[config.mk]
export PLATFORM = sky130hd
export DESIGN_NAME = tap_scan_timing
export DESIGN_NICKNAME = d
export VERILOG_FILES = /design/src/rtl/tap_pkg.sv /design/src/rtl/tap_sync.sv /design/src/rtl/tap_fsm.sv /design/src/rtl/tap_scan_timing.sv
export SDC_FILE = /design/constraint.sdc
export NUM_CORES = 1
export LEC_CHECK = 0
export BUFFER_PORTS_ARGS = -buffer_cell sky130_fd_sc_hd__buf_2
export CAP_MARGIN = 20
export CELL_PAD_IN_SITES_DETAIL_PLACEMENT = 1
export CELL_PAD_IN_SITES_GLOBAL_PLACEMENT = 1
export CORE_UTILIZATION = 30
export DETAILED_ROUTE_END_ITERATION = 8
export PLACE_DENSITY = 0.59
export RECOVER_POWER = 100
export SYNTH_ARGS = -nofsm -noshare
export SYNTH_HDL_FRONTEND = slang
export SYNTH_SLANG_ARGS = --single-unit
[constraint.sdc]
create_clock -name CLK -period 3.7 [get_ports CLK]
set_clock_uncertainty 0.15 [all_clocks]
set_input_delay 0.74 -clock CLK [delete_from_list [all_inputs] [get_ports CLK]]
set_output_delay 0.74 -clock CLK [all_outputs]
set_load 0.01 [all_outputs]
[src/rtl/tap_pkg.sv]
// Package for the scan-test access port timing block.
// Assumes one system clock CLK at 200 MHz that oversamples the test clock.
`default_nettype none
package tap_pkg;

    localparam int IR_LEN = 8;
    localparam logic [7:0] IR_CAPTURE = 8'h81;
    localparam logic [7:0] IR_BYPASS = 8'hff;
    localparam logic [7:0] IR_RESET = 8'hff;
    localparam int DR_LEN = 8;
    localparam logic [7:0] DR_RESET = 8'h00;
    localparam logic BYPASS_CAPTURE = 1'h0;
    localparam int SYNC_STAGES = 2;

    typedef enum logic [15:0] {
        ST_RESET    = 16'h0001,
        ST_IDLE     = 16'h0002,
        ST_SEL_DR   = 16'h0004,
        ST_CAP_DR   = 16'h0008,
        ST_SHIFT_DR = 16'h0010,
        ST_EXIT1_DR = 16'h0020,
        ST_PAUSE_DR = 16'h0040,
        ST_EXIT2_DR = 16'h0080,
        ST_UPD_DR   = 16'h0100,
        ST_SEL_IR   = 16'h0200,
        ST_CAP_IR   = 16'h0400,
        ST_SHIFT_IR = 16'h0800,
        ST_EXIT1_IR = 16'h1000,
        ST_PAUSE_IR = 16'h2000,
        ST_EXIT2_IR = 16'h4000,
        ST_UPD_IR   = 16'h8000
    } tap_state_t;

    // Test-side pins after synchronisation
    typedef struct packed {
        logic tck;
        logic tms;
        logic tdi;
    } tap_pins_t;

    // Edge events of the test clock, one CLK cycle wide
    typedef struct packed {
        logic rise;
        logic fall;
    } tck_edges_t;

endpackage : tap_pkg
`default_nettype wire

[src/rtl/tap_sync.sv]
// Two-flop synchroniser for the test pins plus test clock edge finder.
// Assumes the pins are asynchronous to CLK and much slower than it.
`timescale 1ns/10ps
`default_nettype none
module tap_sync (
    input wire logic CLK,
    input wire logic RST_N,
    input wire tap_pkg::tap_pins_t pins_in,
    output tap_pkg::tap_pins_t pins_out,
    output tap_pkg::tck_edges_t edges
);
    typedef struct packed {
        tap_pkg::tap_pins_t meta;
        tap_pkg::tap_pins_t sync;
        logic tck_prev;
    } sync_state_t;

    sync_state_t state, next_state;

    always_comb begin
        next_state = state;
        next_state.meta = pins_in;
        next_state.sync = state.meta;
        next_state.tck_prev = state.sync.tck;
    end

    always_ff @(posedge CLK or negedge RST_N) begin
        if (!RST_N) begin
            state <= '0;
        end else begin
            state <= next_state;
        end
    end

    assign pins_out = state.sync;
    // Edges look only at the second stage and its delayed copy
    assign edges = '{
        rise: state.sync.tck & ~state.tck_prev,
        fall: ~state.sync.tck & state.tck_prev
    };
endmodule // tap_sync
`default_nettype wire

[src/rtl/tap_fsm.sv]
// Sixteen-state test access port controller advanced on test clock rising edges.
// Assumes edge pulses and TMS come from the synchroniser on the same CLK.
`timescale 1ns/10ps
`default_nettype none
module tap_fsm (
    input wire logic CLK,
    input wire logic RST_N,
    input wire logic rise,
    input wire logic tms,
    output tap_pkg::tap_state_t tap_state
);
    tap_pkg::tap_state_t next_tap_state;

    always_comb begin
        next_tap_state = tap_state;
        case (tap_state)
            tap_pkg::ST_RESET: next_tap_state = tms ? tap_pkg::ST_RESET : tap_pkg::ST_IDLE; // [RULE5]
            tap_pkg::ST_IDLE: next_tap_state = tms ? tap_pkg::ST_SEL_DR : tap_pkg::ST_IDLE;
            tap_pkg::ST_SEL_DR: next_tap_state = tms ? tap_pkg::ST_SEL_IR : tap_pkg::ST_CAP_DR;
            tap_pkg::ST_CAP_DR: next_tap_state = tms ? tap_pkg::ST_EXIT1_DR : tap_pkg::ST_SHIFT_DR;
            tap_pkg::ST_SHIFT_DR: next_tap_state = tms ? tap_pkg::ST_EXIT1_DR : tap_pkg::ST_SHIFT_DR;
            tap_pkg::ST_EXIT1_DR: next_tap_state = tms ? tap_pkg::ST_UPD_DR : tap_pkg::ST_PAUSE_DR;
            tap_pkg::ST_PAUSE_DR: next_tap_state = tms ? tap_pkg::ST_EXIT2_DR : tap_pkg::ST_PAUSE_DR;
            tap_pkg::ST_EXIT2_DR: next_tap_state = tms ? tap_pkg::ST_UPD_DR : tap_pkg::ST_SHIFT_DR;
            tap_pkg::ST_UPD_DR: next_tap_state = tms ? tap_pkg::ST_SEL_DR : tap_pkg::ST_IDLE;
            tap_pkg::ST_SEL_IR: next_tap_state = tms ? tap_pkg::ST_RESET : tap_pkg::ST_CAP_IR;
            tap_pkg::ST_CAP_IR: next_tap_state = tms ? tap_pkg::ST_EXIT1_IR : tap_pkg::ST_SHIFT_IR;
            tap_pkg::ST_SHIFT_IR: next_tap_state = tms ? tap_pkg::ST_EXIT1_IR : tap_pkg::ST_SHIFT_IR;
            tap_pkg::ST_EXIT1_IR: next_tap_state = tms ? tap_pkg::ST_UPD_IR : tap_pkg::ST_PAUSE_IR;
            tap_pkg::ST_PAUSE_IR: next_tap_state = tms ? tap_pkg::ST_EXIT2_IR : tap_pkg::ST_PAUSE_IR;
            tap_pkg::ST_EXIT2_IR: next_tap_state = tms ? tap_pkg::ST_UPD_IR : tap_pkg::ST_SHIFT_IR;
            tap_pkg::ST_UPD_IR: next_tap_state = tms ? tap_pkg::ST_SEL_DR : tap_pkg::ST_IDLE;
            default: next_tap_state = tap_pkg::ST_RESET;
        endcase
    end

    // State moves only on a test clock rising edge [RULE16] [RULE1]
    always_ff @(posedge CLK or negedge RST_N) begin
        if (!RST_N) begin
            tap_state <= tap_pkg::ST_RESET;
        end else if (rise) begin
            tap_state <= next_tap_state;
        end
    end
endmodule // tap_fsm
`default_nettype wire

[src/rtl/tap_scan_timing.sv]
// Test access port timing core: instruction and data scans with bypass.
// Assumes TCK, TMS, TDI arrive from an external controller, asynchronous
// to CLK, and TCK is slow enough that CLK sees every level (64 ns period).
//
// Summary of operation
// RULE1: Test state moves only on test clock edges.
// RULE2: TDI, TMS, inputs sampled at test clock rise.
// RULE3: TDO and outputs change at test clock fall.
// RULE4: Controller changes TMS on fall, device advances rise.
// RULE5: TMS low leaves reset into run-test idle.
// RULE6: Capture-IR loads pattern 10000001 into shifter.
// RULE7: TDO enables on fall after entering shift.
// RULE8: Shift-IR shifts eight bits, TDI in, TDO out.
// RULE9: TMS high on last bit exits to Exit1.
// RULE10: Last bit shifts on leaving Shift-IR.
// RULE11: Exit1 entry floats TDO on the fall.
// RULE12: Update-IR fall loads instruction; all ones bypass.
// RULE13: Bypass bit captures zero leaving Capture-DR.
// RULE14: Bypass path delays serial data one stage.
// RULE15: Update-DR fall loads data parallel stage.
// RULE16: Full sixteen-state controller, five ones reset.
// RULE17: LSB first; TDO floats outside shift states.
`timescale 1ns/10ps
`default_nettype none
module tap_scan_timing (
    input wire logic CLK,
    input wire logic RST_N,
    input wire logic TCK,
    input wire logic TMS,
    input wire logic TDI,
    input wire logic [7:0] FUNC_IN,
    output logic TDO_OUT,
    output logic TDO_OE_N,
    output logic [7:0] FUNC_OUT,
    output logic [7:0] INSTR,
    output logic [7:0] DATA_PAR,
    output logic [15:0] TAP_STATE
);
    ////////////////////////////////////////////////////////////////////////
    // Pin synchronisation and state machine

    tap_pkg::tap_pins_t pins_raw;
    tap_pkg::tap_pins_t pins_sync;
    tap_pkg::tck_edges_t edges;
    tap_pkg::tap_state_t tap_state;

    assign pins_raw = '{tck: TCK, tms: TMS, tdi: TDI};

    tap_sync u_sync (
        .CLK(CLK),
        .RST_N(RST_N),
        .pins_in(pins_raw),
        .pins_out(pins_sync),
        .edges(edges)
    );

    tap_fsm u_fsm (
        .CLK(CLK),
        .RST_N(RST_N),
        .rise(edges.rise),
        .tms(pins_sync.tms),
        .tap_state(tap_state)
    );

    ////////////////////////////////////////////////////////////////////////
    // Block state

    typedef struct packed {
        logic [7:0] func_meta;
        logic [7:0] func_sync;
        logic [7:0] ir_shift;
        logic [7:0] instr;
        logic [7:0] dr_shift;
        logic [7:0] dr_par;
        logic bypass;
        logic tdo;
        logic tdo_oe_n;
        logic [7:0] func_out;
        logic [15:0] state_view;
    } core_state_t;

    core_state_t st, next_st;
    logic in_shift_ir;
    logic in_shift_dr;
    logic bypass_sel;
    logic serial_out;

    always_comb begin
        in_shift_ir = (tap_state == tap_pkg::ST_SHIFT_IR);
        in_shift_dr = (tap_state == tap_pkg::ST_SHIFT_DR);
        bypass_sel = (st.instr == tap_pkg::IR_BYPASS);
        // LSB of the active shifter leaves first [RULE17]
        if (in_shift_ir) begin
            serial_out = st.ir_shift[0];
        end else if (bypass_sel) begin
            serial_out = st.bypass;
        end else begin
            serial_out = st.dr_shift[0];
        end
    end

    ////////////////////////////////////////////////////////////////////////
    // Next-state logic

    always_comb begin
        next_st = st;
        // Functional inputs pass two flops before any use
        next_st.func_meta = FUNC_IN;
        next_st.func_sync = st.func_meta;
        // State is reported one cycle behind the controller
        next_st.state_view = tap_state;

        if (edges.rise) begin
            // Inputs captured only at the rising edge [RULE2] [RULE1]
            case (tap_state)
                tap_pkg::ST_CAP_IR: begin
                    next_st.ir_shift = tap_pkg::IR_CAPTURE; // [RULE6]
                end
                tap_pkg::ST_SHIFT_IR: begin
                    // Each rise inside Shift-IR, the exit edge included, moves one bit
                    next_st.ir_shift = {pins_sync.tdi, st.ir_shift[7:1]}; // [RULE8] [RULE9] [RULE10]
                end
                tap_pkg::ST_CAP_DR: begin
                    if (bypass_sel) begin
                        next_st.bypass = tap_pkg::BYPASS_CAPTURE; // [RULE13]
                    end else begin
                        next_st.dr_shift = st.func_sync; // [RULE2]
                    end
                end
                tap_pkg::ST_SHIFT_DR: begin
                    if (bypass_sel) begin
                        next_st.bypass = pins_sync.tdi; // [RULE14] [RULE9]
                    end else begin
                        next_st.dr_shift = {pins_sync.tdi, st.dr_shift[7:1]}; // [RULE17]
                    end
                end
                default: begin
                end
            endcase
        end

        if (edges.fall) begin
            // TDO, its enable and the update loads wait for the falling edge [RULE3] [RULE1]
            // Shift state enables TDO; Exit1 and others float it [RULE7] [RULE11] [RULE17]
            next_st.tdo_oe_n = ~(in_shift_ir | in_shift_dr);
            next_st.tdo = serial_out;
            if (tap_state == tap_pkg::ST_UPD_IR) begin
                next_st.instr = st.ir_shift; // [RULE12]
            end
            if (tap_state == tap_pkg::ST_UPD_DR && !bypass_sel) begin
                next_st.dr_par = st.dr_shift; // [RULE15]
            end
            // Pins follow the parallel stage at the same fall, not one fall late
            next_st.func_out = next_st.dr_par;
        end

        // Reset state restores the bypass instruction
        if (tap_state == tap_pkg::ST_RESET) begin
            next_st.instr = tap_pkg::IR_RESET; // [RULE16]
        end
    end

    ////////////////////////////////////////////////////////////////////////
    // Registers

    always_ff @(posedge CLK or negedge RST_N) begin
        if (!RST_N) begin
            st <= '{
                func_meta: '0, func_sync: '0,
                ir_shift: '0, instr: tap_pkg::IR_RESET,
                dr_shift: '0, dr_par: tap_pkg::DR_RESET,
                bypass: 1'h0, tdo: 1'h0, tdo_oe_n: 1'h1, func_out: '0,
                state_view: tap_pkg::ST_RESET
            };
        end else begin
            st <= next_st;
        end
    end

    ////////////////////////////////////////////////////////////////////////
    // Outputs, all from flops

    assign TDO_OUT = st.tdo;
    assign TDO_OE_N = st.tdo_oe_n;
    assign FUNC_OUT = st.func_out;
    assign INSTR = st.instr;
    assign DATA_PAR = st.dr_par;
    assign TAP_STATE = st.state_view;
endmodule // tap_scan_timing
`default_nettype wire

# == Yosys cells after proc, flatten, opt, wreduce, memory -nomap -nowiden ==
# Cells that the tools add are included.
# totals
reg_bits,90
inputBits,13
word_cells,85
# op_classes
eq_ne,21
mux,26
bitwise_logic,6
reduce_logical,14
# ops
op,n
$pmux 16 s12,1
$mux 8,7
$mux 16,2
$pmux 8 s2,2
$mux 9,2
$eq 16x1->1 const B,1
$eq 16x10->1 const B,1
$eq 16x11->1 const B,1
$eq 16x12->1 const B,1
$eq 16x13->1 const B,1
$eq 16x14->1 const B,1
$eq 16x15->1 const B,1
$eq 16x16->1 const B,1
$eq 16x2->1 const B,1
$eq 16x3->1 const B,1
$eq 16x4->1 const B,1
$eq 16x5->1 const B,1
$eq 16x6->1 const B,1
$eq 16x7->1 const B,1
$eq 16x8->1 const B,1
$eq 16x9->1 const B,1
$mux 15,1
$mux 13,1
$mux 11,1
other kinds (19),34

# == Longest topological paths before layout ==
# Gate-level depths: netlist of run 1.
# depth
depth_word,4
ltp_mapped,8

# == Cells and area by module ==
# A second synthesis of run 1 with hierarchy kept.
# hier_totals
cells_unflattened,352
hier_area_um2,4144.0
# modules_own_cells
mod,instances,cells_per_inst,area_each_um2,seq_area_each_um2
tap_scan_timing,1,220,2887.8,1689.1
tap_fsm,1,120,1043.5,401.6
tap_sync,1,12,212.7,175.2

# == Worst setup path after synthesis of run 1 ==
# Ideal clock, no wire load.
# synth_timing
kind,register to register
startpoint,register u_fsm.tap_state[12]
endpoint,"register st, in the netlist FUNC_OUT[0]"
arrival_time_ns,1.890
required_ns,3.425
slack_ns,1.536
path_stages_with_launch,6
n_path_buf,1
period_less_slack_ns,2.164
path_cell_list,dfrtp_1 > buf_4 > nor4_4 > nand3_4 > nor3_4 > mux2_2
# synth_via
elab_chain_len,3
# synth_rtl
item,line,rtl
from (decl),tap_fsm.sv:10,output tap_pkg::tap_state_t tap_state
from (signal assigned),tap_fsm.sv:40,tap_state <= tap_pkg::ST_RESET;
from (signal assigned),tap_fsm.sv:42,tap_state <= next_tap_state;
$eq 16x9->1,tap_scan_timing.sv:150,if (tap_state == tap_pkg::ST_UPD_DR && !bypass_sel) begin
$logic_and 1x1->1,tap_scan_timing.sv:150,
$reduce_and 2->1 (no line),--,
to (signal assigned),tap_scan_timing.sv:168,st <= '{
to (signal assigned),tap_scan_timing.sv:176,st <= next_st;
to (decl),tap_scan_timing.sv:82,"core_state_t st, next_st;"
# Every way passes these cells.
# A chain may end at the register's enable or synchronous reset.

# == Final worst setup path of run 1 ==
# layout_timing
startpoint,register u_fsm.tap_state[12]
endpoint,"register st, in the netlist FUNC_OUT[6]"
# The elaborated chain is that of the path after synthesis.

==> metrics.log, run 1 <==
INFO  metric rr_startpoint = u_fsm.tap_state[12]$_DFFE_PN0P_
INFO  metric final_number_of_max_transition_violations = 38
INFO  metric clkLatencyLatePin = 350 ps
INFO  metric syn-instance-count = 333
INFO  metric layout_common_cells = sky130_fd_sc_hd__dfrtp_1, sky130_fd_sc_hd__nand2_1, sky130_fd_sc_hd__clkbuf_1
INFO  metric mostFrequentLayoutCell = sky130_fd_sc_hd__dfrtp_1
INFO  metric cts.hold.buffers_added = 0
INFO  metric gr-usage-all-layers = 13.6%
INFO  metric post-dp-hpwl = 5830 um
INFO  metric min-delay-path-class = flip-flop to flip-flop
INFO  metric static-leakage-power = 1.84 nW
INFO  metric place_worst_setup_slack = 993 ps
INFO  metric postLayoutCellArea = 4260 sq um
INFO  metric post-cts-setup-buffer-count = 0
INFO  metric violations = capacitance limit, slew limit
INFO  metric max_freq = 328 MHz
INFO  metric synth_enable_flop_cells = 0
INFO  metric dr.max_layer_used = met4
INFO  metric initial_utilization = 30.9%
INFO  metric fin_setup_tns = 0 ps
INFO  metric numPortBuffers = 54
INFO  metric ys_seq_area_share = 57.9%
INFO  metric dr_wl_met2 = 3900 um
INFO  metric cts_tree = yes
INFO  metric synth_fp_nets = 346
INFO  metric detail_route.wl_per_cell = 15.8 um
INFO  metric end_kind = flip-flop
INFO  metric grt_setup_unrepaired = false
INFO  metric first_global_vias = 2500
INFO  metric asyncSetResetFlopFracSynth = 100%
INFO  metric number_of_buffers_between_clock_root_and_the_deepest_sink = 2
INFO  metric fin_crit_sh = 82.3%
INFO  metric critical_path_start_type = flip-flop
INFO  metric place.gp.congestion = 0.861
INFO  metric htree_levels = 3
INFO  metric crit_path_start = u_fsm.tap_state[12]$_DFFE_PN0P_
INFO  metric final-hold-violation-count = 0
INFO  metric r2r_end = FUNC_OUT[6]$_DFFE_PN0P_
INFO  metric mean_syn_cell_area = 11.7 sq um
INFO  metric grt_pass1_wl = 13700 um
INFO  metric firstDrtPassIters = 4
INFO  metric std_cell_rows = 41
INFO  metric grt-ovfl-total = 0
INFO  metric drc = 0
INFO  metric drive_above_1_share = 16.8%
INFO  metric post-synth-top-area-cell = sky130_fd_sc_hd__dfrtp_1
INFO  metric antenna_left = 0
INFO  metric fillCellCount = 1427
INFO  metric placed_area = 4040 sq um
INFO  metric cts_inserted_buffers = 9
INFO  metric antenna_cells = 0
INFO  metric ys.warnings.count = 0
INFO  metric cts.root.buffer_cell = sky130_fd_sc_hd__clkbuf_16
INFO  metric design.portCount = 55
INFO  metric tightest_slew = 2080 ps
INFO  metric ys_types = 45
INFO  metric avgViaCountPerCell = 4.70
INFO  metric tritoncts_num_sinks = 90
INFO  metric final_nets = 359
INFO  metric met3_wirelength_from_detailed_routing = 319 um
INFO  metric timing.critical_path.fanout_max = 9
INFO  metric power_per_cell_area = 532 nW/um^2
INFO  metric core = 12700 sq um
INFO  metric synth-seq-cells = 90
INFO  metric detailed_route_iter0_violations = 89
INFO  metric outcome = finished, violations left
INFO  metric worst_setup_path_endpoint = FUNC_OUT[6]$_DFFE_PN0P_
INFO  metric critical_path_arrival = 3130 ps
INFO  metric instances_no_fill = 523
INFO  metric ff2ff_path_depth = 4
INFO  metric worst_ir_drop_vdd = 0.191 mV
INFO  metric slew-limit-headroom = -38.6%
INFO  metric floorplan.die.width = 116 um
INFO  metric setup_viol = 0
INFO  metric post_synth_main_area_contributors = sky130_fd_sc_hd__dfrtp_1, sky130_fd_sc_hd__buf_4, sky130_fd_sc_hd__dfstp_2, sky130_fd_sc_hd__nand2_1, sky130_fd_sc_hd__nor4_4
INFO  metric post-synth-top-area-fraction = 50.5%
INFO  metric place.detailed.instances = 507
INFO  metric detailroute.via_count = 2458
INFO  metric wl_met1 = 3840 um
INFO  metric worst_setup_slack_final = 655 ps
INFO  metric post_synth_instance_area = 3910 sq um
INFO  metric fin_crit = 3050 ps
INFO  metric synth_top_flop_cell = sky130_fd_sc_hd__dfrtp_1
INFO  metric final_util = 33.6%
INFO  metric r2r_slack = 650 ps
INFO  metric die_area = 13500 sq um
INFO  metric timing.hold.worst_path_depth = 0
INFO  metric drv.max_cap_violation_count = 1
INFO  metric timing.critical_path.required = 3780 ps
INFO  metric areaGrowthSynthToFinish = 8.92%
INFO  metric die_h = 116 um
INFO  metric cts_resized = 0
INFO  metric worstSetupPathType = flip-flop to flip-flop
INFO  metric totalWireLength = 8250 um
INFO  metric grt_antenna_before_repair = 0
INFO  metric cts.reportedPaths.clkPinSlew = 70 ps
INFO  metric grt_max_degree = 38
worst min-delay path by stage:
stage,start,end,slack [ps]
2_1_floorplan,next_st[59]$_DFF_PN0_,st[59]$_DFF_PN0_,180
3_3_place_gp,u_sync.next_state[1]$_DFF_PN0_,u_sync.pins_out[0]$_DFF_PN0_,180
3_5_place_dp,u_sync.next_state[2]$_DFF_PN0_,u_sync.pins_out[1]$_DFF_PN0_,190
4_1_cts,u_sync.next_state[2]$_DFF_PN0_,u_sync.pins_out[1]$_DFF_PN0_,200
5_1_grt,u_sync.next_state[1]$_DFF_PN0_,u_sync.pins_out[0]$_DFF_PN0_,210
6_report,u_sync.next_state[2]$_DFF_PN0_,u_sync.pins_out[1]$_DFF_PN0_,200
logic make-up after synthesis:
| group | Yosys count | synth area share (%) |
|---|---|---|
| AND/OR/NAND/NOR | 102 | 16.2 |
| flip-flops | 90 | 57.9 |
| buffers and inverters | 64 | 10.6 |
| AO/OA/AOI/OAI | 50 | 8.31 |
| multiplexers | 19 | 5.15 |
| XOR/XNOR | 8 | 1.79 |
worst max-delay path: stages, from the launching register on:
cell,delay [ps]
sky130_fd_sc_hd__dfrtp_1,510
sky130_fd_sc_hd__nor4_4,550
sky130_fd_sc_hd__nand3_1,340
sky130_fd_sc_hd__nor3_1,950
sky130_fd_sc_hd__mux2_2,420
final cells by class:
class	count	area [sq um]	share of cell area, %
Tap cell	172	215	5.05
Timing Repair Buffer	57	245	5.75
Clock buffer	9	225	5.28
Inverter	9	33.8	0.793
Clock inverter	7	82.6	1.94
Sequential cell	90	2270	53.2
Multi-Input combinational cell	179	1190	28.0
flip-flops by register name (all words and copies together) (netlist names):
signal and flops:
TAP_STATE 16, FUNC_OUT 8, st 25, u_sync.next_state 3, u_fsm.tap_state 16, u_sync.pins_out 3, TDO_OUT 1, u_sync.state 1
INSTR 8, next_st 8, TDO_OE_N 1
synth_stat cells (3+ instances only):
master                     instances
sky130_fd_sc_hd__xnor2_1           5
sky130_fd_sc_hd__buf_4            43
sky130_fd_sc_hd__xor2_1            3
sky130_fd_sc_hd__buf_2             4
sky130_fd_sc_hd__nand2b_1          3
sky130_fd_sc_hd__o31ai_1           5
sky130_fd_sc_hd__nor2b_1           3
sky130_fd_sc_hd__o211ai_1          6
sky130_fd_sc_hd__mux2i_1          10
sky130_fd_sc_hd__inv_1             9
sky130_fd_sc_hd__mux2_2            9
sky130_fd_sc_hd__nand2_1          38
sky130_fd_sc_hd__nor3_1            3
sky130_fd_sc_hd__o41ai_1           5
sky130_fd_sc_hd__clkbuf_1          7
sky130_fd_sc_hd__dfstp_2          11
sky130_fd_sc_hd__o21ai_0          21
sky130_fd_sc_hd__dfrtp_1          79
sky130_fd_sc_hd__o21ai_1           4
sky130_fd_sc_hd__nor2_1           10
sky130_fd_sc_hd__nand4_1          10
sky130_fd_sc_hd__nor4b_1           5
sky130_fd_sc_hd__nor4_4            5
sky130_fd_sc_hd__nand3_1          10
power breakdown:
| part | switching, W | internal [W] |
|---|---|---|
| combinational | 0.000160 | 0.0000862 |
| sequential | 0.0000442 | 0.00103 |
| clock | 0.000410 | 0.000536 |
per-layer routing:
metal  GRT usage, %  up-vias
met4           6.84        0
met2           21.3       50
met1           17.8     1239
met3           2.96       16
li1               -     1153
met5              0        -
metrics by stage:
| stage | power [W] | hold WS (ps) |
|---|---|---|
| floorplan | 0.00128 | 181 |
| global placement | 0.00136 | 185 |
| detailed placement | 0.00137 | 186 |
| CTS | 0.00232 | 200 |
| global route | 0.00237 | 206 |
| finish | 0.00227 | 197 |
Power figures use the tool's default switching activity.
==> run 2: changes to the inputs <==
clock period = 3 ns   (was 3.7 ns; I/O delays follow)
==> metrics.log, run 2 (same netlist as run 1, synthesis figures left out) <==
INFO  metric worst_path_max_delay_cell = sky130_fd_sc_hd__nor4_2
INFO  metric worst_setup_path_endpoint = FUNC_OUT[5]$_DFFE_PN0P_
INFO  metric tightest_slew = 1180 ps (-904 ps)
INFO  metric cp_num_buf_inv = 0 (unchanged)
INFO  metric end_kind = flip-flop
INFO  metric cts.reportedPaths.clkPinSlew = 70 ps (about the same)
INFO  metric fin_setup_tns = 0 ps (unchanged)
INFO  metric static-leakage-power = 1.86 nW (+0.99%)
INFO  metric post-cts-setup-buffer-count = 0 (unchanged)
INFO  metric fin_crit_sh = 87.0% (+4.7 points)
INFO  metric antenna_cells = 0 (unchanged)
INFO  metric design.portCount = 55 (unchanged)
INFO  metric power_per_cell_area = 649 nW/um^2 (+22%)
INFO  metric die_area = 13500 sq um (unchanged)
INFO  metric max_freq = 383 MHz (+17%)
INFO  metric first_global_vias = 2450 (-2.0%)
INFO  metric clkLatencyLatePin = 340 ps (about the same)
INFO  metric fillCellCount = 1418 (-0.63%)
INFO  metric timing.critical_path.fanout_max = 9 (unchanged)
INFO  metric gr-usage-all-layers = 13.3% (-0.28 points)
INFO  metric number_of_buffers_between_clock_root_and_the_deepest_sink = 2 (unchanged)
INFO  metric register_with_the_most_flip_flops = st
INFO  metric cts.hold.buffers_added = 0 (unchanged)
INFO  metric path_depth = 4 (unchanged)
INFO  metric worst_ir_drop_vdd = 0.286 mV (+50%)
INFO  metric grt-ovfl-total = 0 (unchanged)
INFO  metric std_cell_rows = 41 (unchanged)
INFO  metric grt_max_degree = 48 (+26%)
INFO  metric rr_startpoint = u_fsm.tap_state[5]$_DFFE_PN0P_
INFO  metric worst_path_largest_cell_delay = 770 ps (-180 ps)
INFO  metric largest_register_ffs = 25 (unchanged)
INFO  metric crit_path_start = u_fsm.tap_state[5]$_DFFE_PN0P_
INFO  metric critical_path_arrival = 2700 ps (-430 ps)
INFO  metric final_nets = 363 (+1.1%)
INFO  metric timing.critical_path.required = 3080 ps (-700 ps)
INFO  metric placed_area = 4090 sq um (+1.1%)
INFO  metric critical_path_start_type = flip-flop
INFO  metric place.gp.congestion = 0.823 (-4.4%)
INFO  metric r2r_end = FUNC_OUT[5]$_DFFE_PN0P_
INFO  metric totalWireLength = 8100 um (-1.7%)
INFO  metric detailed_route_iter0_violations = 101 (+13%)
INFO  metric numPortBuffers = 54 (unchanged)
INFO  metric antenna_left = 0 (unchanged)
INFO  metric layout_common_cells = sky130_fd_sc_hd__dfrtp_1, sky130_fd_sc_hd__nand2_1, sky130_fd_sc_hd__clkbuf_1
INFO  metric detail_route.wl_per_cell = 15.4 um (-2.3%)
INFO  metric cts_inserted_buffers = 9 (unchanged)
INFO  metric timing.hold.ws = 199 ps (+1.33 ps)
INFO  metric drc = 0 (unchanged)
INFO  metric mostFrequentLayoutCell = sky130_fd_sc_hd__dfrtp_1
INFO  metric core = 12700 sq um (unchanged)
INFO  metric initial_utilization = 30.9% (unchanged)
INFO  metric drive_above_1_share = 18.4% (+1.6 points)
INFO  metric floorplan.die.width = 116 um (unchanged)
INFO  metric areaGrowthSynthToFinish = 10.3%
INFO  metric postLayoutCellArea = 4310 sq um (+1.2%)
INFO  metric fin_crit = 2610 ps (-434 ps)
INFO  metric totalPowerFinal = 0.00280 W (+23%)
INFO  metric post-dp-hpwl = 5670 um (-2.7%)
INFO  metric cts.root.buffer_cell = sky130_fd_sc_hd__clkbuf_16
INFO  metric grt_setup_unrepaired = false
INFO  metric detailroute.via_count = 2399 (-2.4%)
INFO  metric drv.max_cap_violation_count = 0 (-1)
INFO  metric tritoncts_num_sinks = 90 (unchanged)
INFO  metric final_number_of_max_transition_violations = 0 (-100%)
INFO  metric min-delay-path-class = flip-flop to flip-flop
INFO  metric slew-limit-headroom = 21.7% (+60 points)
INFO  metric setup_viol = 0 (unchanged)
INFO  metric cts_tree = yes
INFO  metric grt_antenna_before_repair = 0 (unchanged)
INFO  metric firstDrtPassIters = 4 (unchanged)
INFO  metric worstSetupPathType = flip-flop to flip-flop
INFO  metric cts_resized = 0 (unchanged)
INFO  metric cp_cell_instances = nor4_2 -> nand3_4 -> nor3_4 -> mux2_2
INFO  metric final-hold-violation-count = 0 (unchanged)
INFO  metric die_h = 116 um (unchanged)
INFO  metric critical-path-top-delay-family = simple AND/OR/NAND/NOR gates
INFO  metric r2r_slack = 390 ps (-270 ps)
INFO  metric grt_pass1_wl = 13300 um (-3.5%)
INFO  metric ff2ff_path_depth = 4 (unchanged)
INFO  metric avgViaCountPerCell = 4.56 (-3.0%)
INFO  metric outcome = complete, no violations
INFO  metric htree_levels = 3 (unchanged)
[run 2: cell type report]
type | count | area, sq um | share of cell area, %
flip-flops and latches | 90 | 2270 | 52.5
multi-input cells | 179 | 1220 | 28.4
repair buffers | 61 | 274 | 6.35
clock buffers | 10 | 239 | 5.54
well taps | 172 | 215 | 4.99
clock inverters | 5 | 62.6 | 1.45
inverters | 9 | 33.8 | 0.783
[run 2: metal layers]
metal  track usage, %  part of all wire, %
met2             20.9                   48
met4             5.38                  1.7
met3             4.41                  3.7
met5                0                    0
met1             17.0                   47
[run 2: stage by stage]
stage | worst slack (ps) | util [%] | instances
6_report | 389 | 34.0 | 526
5_1_grt | 169 | 34.0 | 526
4_1_cts | 579 | 34.6 | 526
3_5_place_dp | 614 | 32.2 | 511
3_3_place_gp | 658 | 32.2 | 511
2_1_floorplan | 836 | - | 333
[run 2: how the worst min path moves through the flow]
stage | startpoint | to | slack, ps | depth (start not counted)
6_report | u_sync.next_state[2]$_DFF_PN0_ | u_sync.pins_out[1]$_DFF_PN0_ | 200 | 0
3_5_place_dp | next_st[60]$_DFF_PN0_ | st[60]$_DFF_PN0_ | 190 | 0
5_1_grt | FUNC_IN[0] | next_st[59]$_DFF_PN0_ | 190 | 1
3_3_place_gp | next_st[63]$_DFF_PN0_ | st[63]$_DFF_PN0_ | 180 | 0
2_1_floorplan | RST_N | FUNC_OUT[0]$_DFFE_PN0P_ | 150 | 0
4_1_cts | RST_N | st[51]$_DFFE_PN0P_ | 120 | 1
[run 2: worst reg2reg max path: stages (launching register included)]
cell and delay (ps):
sky130_fd_sc_hd__dfrtp_1 490, sky130_fd_sc_hd__nor4_2 770, sky130_fd_sc_hd__nand3_4 260, sky130_fd_sc_hd__nor3_4 450
sky130_fd_sc_hd__mux2_2 390
[run 2: where the power goes]
part | switching (W) | internal, W | total, W
combinational | 0.000211 | 0.000122 | 0.000333
sequential | 0.0000558 | 0.00127 | 0.00133
clock | 0.000472 | 0.000667 | 0.00114
total | 0.000739 | 0.00206 | 0.00280
==> run 3: changes to the inputs <==
BUFFER_PORTS_ARGS = not set   (was -buffer_cell sky130_fd_sc_hd__buf_2)
CAP_MARGIN = not set   (was 20)
DONT_BUFFER_PORTS = 1   (was not set)
PLACE_DENSITY = 0.54   (was 0.59)
SYNTH_HIERARCHICAL = 1   (was not set)
==> metrics.log, run 3 <==
INFO  metric outcome = complete, no violations
INFO  metric slew-limit-headroom = 37.9% (+16 points)
INFO  metric die_h = 119 um (+2.8%)
INFO  metric numPortBuffers = 0 (-100%)
INFO  metric worstSetupPathType = flip-flop to flip-flop
INFO  metric avgViaCountPerCell = 4.85 (+6.3%)
INFO  metric number_of_buffers_between_clock_root_and_the_deepest_sink = 2 (unchanged)
INFO  metric grt_max_degree = 91 (+90%)
INFO  metric cts_tree = yes
INFO  metric firstDrtPassIters = 4 (unchanged)
INFO  metric register_with_the_most_flip_flops = st
INFO  metric power.share.combinational = 11.4% (-0.5 points)
INFO  metric cts_inserted_buffers = 9 (unchanged)
INFO  metric ys.warnings.count = 6 (+6)
INFO  metric detailroute.via_count = 2433 (+1.4%)
INFO  metric mostFrequentLayoutCell = sky130_fd_sc_hd__dfrtp_1
INFO  metric totalPowerFinal = 0.00283 W (+0.94%)
INFO  metric mean_syn_cell_area = 11.8 sq um (+0.30%)
INFO  metric critical_path_arrival = 2710 ps (about the same)
INFO  metric detailed_route_iter0_violations = 101 (unchanged)
INFO  metric std_cell_rows = 42 (+2.4%)
INFO  metric worst_path_max_delay_cell = sky130_fd_sc_hd__nor4_1
INFO  metric critical_path_start_type = flip-flop
INFO  metric setup_viol = 0 (unchanged)
INFO  metric postLayoutCellArea = 4350 sq um (+0.90%)
INFO  metric path_depth = 5 (+1)
INFO  metric worst_ir_drop_vdd = 0.250 mV (-12%)
INFO  metric areaGrowthSynthToFinish = 5.23%
INFO  metric drc = 0 (unchanged)
INFO  metric initial_utilization = 31.0% (+0.11 points)
INFO  metric tightest_slew = 923 ps (-252 ps)
INFO  metric place.detailed.instances = 485 (-5.1%)
INFO  metric detail_route.wl_per_cell = 17.6 um (+14%)
INFO  metric final_nets = 334 (-8.0%)
INFO  metric post-dp-hpwl = 5910 um (+4.2%)
INFO  metric cts_resized = 0 (unchanged)
INFO  metric timing.critical_path.required = 3110 ps (+30 ps)
INFO  metric worst_path_largest_cell_delay = 860 ps (+90 ps)
INFO  metric htree_levels = 3 (unchanged)
INFO  metric floorplan.die.width = 119 um (+2.8%)
INFO  metric place_worst_setup_slack = 580 ps (-33.4 ps)
INFO  metric min-delay-path-class = primary input to asynchronous set/reset pin
INFO  metric grt_setup_unrepaired = false
INFO  metric layout_common_cells = sky130_fd_sc_hd__dfrtp_1, sky130_fd_sc_hd__mux2_2, sky130_fd_sc_hd__nor2_1, sky130_fd_sc_hd__inv_1, sky130_fd_sc_hd__nand2_1
INFO  metric grt_pass1_wl = 14800 um (+12%)
INFO  metric grt_antenna_before_repair = 0 (unchanged)
INFO  metric totalWireLength = 8810 um (+8.8%)
INFO  metric largest_register_ffs = 25 (unchanged)
INFO  metric first_global_vias = 2594 (+5.9%)
INFO  metric drv.max_cap_violation_count = 0 (unchanged)
INFO  metric fin_crit_sh = 86.4% (-0.62 points)
INFO  metric share_seq_of_total_power = 47.2% (-0.2 points)
INFO  metric cts.reportedPaths.clkPinSlew = 70 ps (about the same)
INFO  metric clkPwrFrac = 41.4% (+0.7 points)
INFO  metric timing.critical_path.fanout_max = 12 (+3)
INFO  metric cp_num_buf_inv = 1 (+1)
INFO  metric final-hold-violation-count = 0 (unchanged)
INFO  metric cts.root.buffer_cell = sky130_fd_sc_hd__clkbuf_16
INFO  metric antenna_left = 0 (unchanged)
INFO  metric worst_setup_slack_final = 407 ps (+18.6 ps)
INFO  metric gr-usage-all-layers = 13.6% (+0.26 points)
INFO  metric power_switching_share = 27.7% (+1.3 points)
INFO  metric drive_above_1_share = 17.2% (-1.2 points)
INFO  metric core = 13300 sq um (+5.3%)
INFO  metric final_number_of_max_transition_violations = 0 (unchanged)
INFO  metric design.portCount = 55 (unchanged)
INFO  metric clkLatencyLatePin = 340 ps (about the same)
INFO  metric grt-ovfl-total = 0 (unchanged)
INFO  metric static-leakage-power = 1.81 nW (-2.2%)
INFO  metric syn-instance-count = 351 (+5.4%)
INFO  metric max_freq = 386 MHz (+0.72%)
INFO  metric synth_fp_nets = 364 (+5.2%)
INFO  metric power_per_cell_area = 650 nW/um^2 (about the same)
INFO  metric place.gp.congestion = 0.797 (-3.1%)
INFO  metric cp_cell_instances = clkbuf_1 -> nor4_1 -> nand4_1 -> or4_1 -> mux2i_1
INFO  metric post_synth_instance_area = 4140 sq um (+5.7%)
INFO  metric placed_area = 4080 sq um (-0.18%)
INFO  metric die_area = 14300 sq um (+5.6%)
INFO  metric fin_crit = 2590 ps (-18.6 ps)
INFO  metric power_switching = 0.000783 W (+6.0%)
INFO  metric instances_no_fill = 502 (-4.6%)
INFO  metric fin_setup_tns = 0 ps (unchanged)
INFO  metric critical-path-top-delay-family = simple AND/OR/NAND/NOR gates
INFO  metric antenna_cells = 0 (unchanged)
INFO  metric ff2ff_path_depth = 5 (+1)
INFO  metric end_kind = flip-flop
INFO  metric cellInternalPower = 0.00204 W (-0.86%)
INFO  metric tritoncts_num_sinks = 90 (unchanged)
run 3: cell types whose count changed in the layout (fill, tap and decap cells not counted), moves of 6 or more:
| cell | change |
|---|---|
| sky130_fd_sc_hd__clkbuf_1 | -26 |
| sky130_fd_sc_hd__nand2_1 | -21 |
| sky130_fd_sc_hd__buf_2 | -20 |
| sky130_fd_sc_hd__o21ai_0 | -16 |
| sky130_fd_sc_hd__mux2_2 | +14 |
| sky130_fd_sc_hd__inv_1 | +10 |
| sky130_fd_sc_hd__nor2_1 | +9 |
| sky130_fd_sc_hd__nor4_1 | +9 |
| sky130_fd_sc_hd__o22ai_1 | +9 |
| sky130_fd_sc_hd__o211ai_1 | -6 |
run 3: per-stage QoR:
stage | util (%) | hold WS [ps]
final | 32.6 | 4.82
after global routing | 32.6 | 33.0
after CTS | 33.1 | 29.3
after detailed placement | 30.5 | 156
after global placement | 30.5 | 156
after floorplan | - | 154
run 3: cell type report:
class	instances	area, sq um
Tap cell	176	220
Clock inverter	7	83.8
Inverter	20	75.1
Sequential cell	90	2270
Multi-Input combinational cell	189	1410
Clock buffer	9	225
Timing Repair Buffer	11	76.3
Fill cell	1471	8990
run 3: final timing paths:
path                                                start  slack [ps]                               to
min reg2reg                         next_st[65]$_DFF_PN0_         200                 st[65]$_DFF_PN0_
max in group asynchronous                           RST_N        2300           TAP_STATE[0]$_DFF_PN1_
max                        u_fsm/tap_state[9]$_DFFE_PN0P_         410  u_fsm/tap_state[14]$_DFFE_PN0P_
max reg2reg                u_fsm/tap_state[9]$_DFFE_PN0P_         410  u_fsm/tap_state[14]$_DFFE_PN0P_
min                                                 RST_N           5   u_sync/next_state[2]$_DFF_PN0_
min in group CLK                               FUNC_IN[3]         130            next_st[62]$_DFF_PN0_
run 3: power by group through the flow:
stage | Sequential (W) | Clock, W | Combinational (W)
floorplan | 0.00133 | 0 | 0.000280
global placement | 0.00137 | 0 | 0.000314
detailed placement | 0.00137 | 0 | 0.000316
CTS | 0.00134 | 0.00121 | 0.000346
global route | 0.00134 | 0.00125 | 0.000365
finish | 0.00133 | 0.00117 | 0.000322
run 3: routing by layer:
metal | wire [um] | share of wire (%) | up-vias | global-route usage [%]
met4 | 96 | 1.1 | 0 | 5.16
met1 | 4120 | 47 | 1237 | 18.3
met3 | 489 | 5.5 | 4 | 4.50
met5 | 0 | 0 | - | 0
li1 | - | - | 1142 | -
met2 | 4110 | 47 | 50 | 20.1
run 3: what timing repair did:
| item | 4_1_cts | 5_1_grt |
|---|---|---|
| buffers inserted | 0 | 0 |
| setup endpoints to repair | 0 | 0 |
| endpoints found under the hold margin | 90 | 0 |
| hold buffers | 1 | 0 |
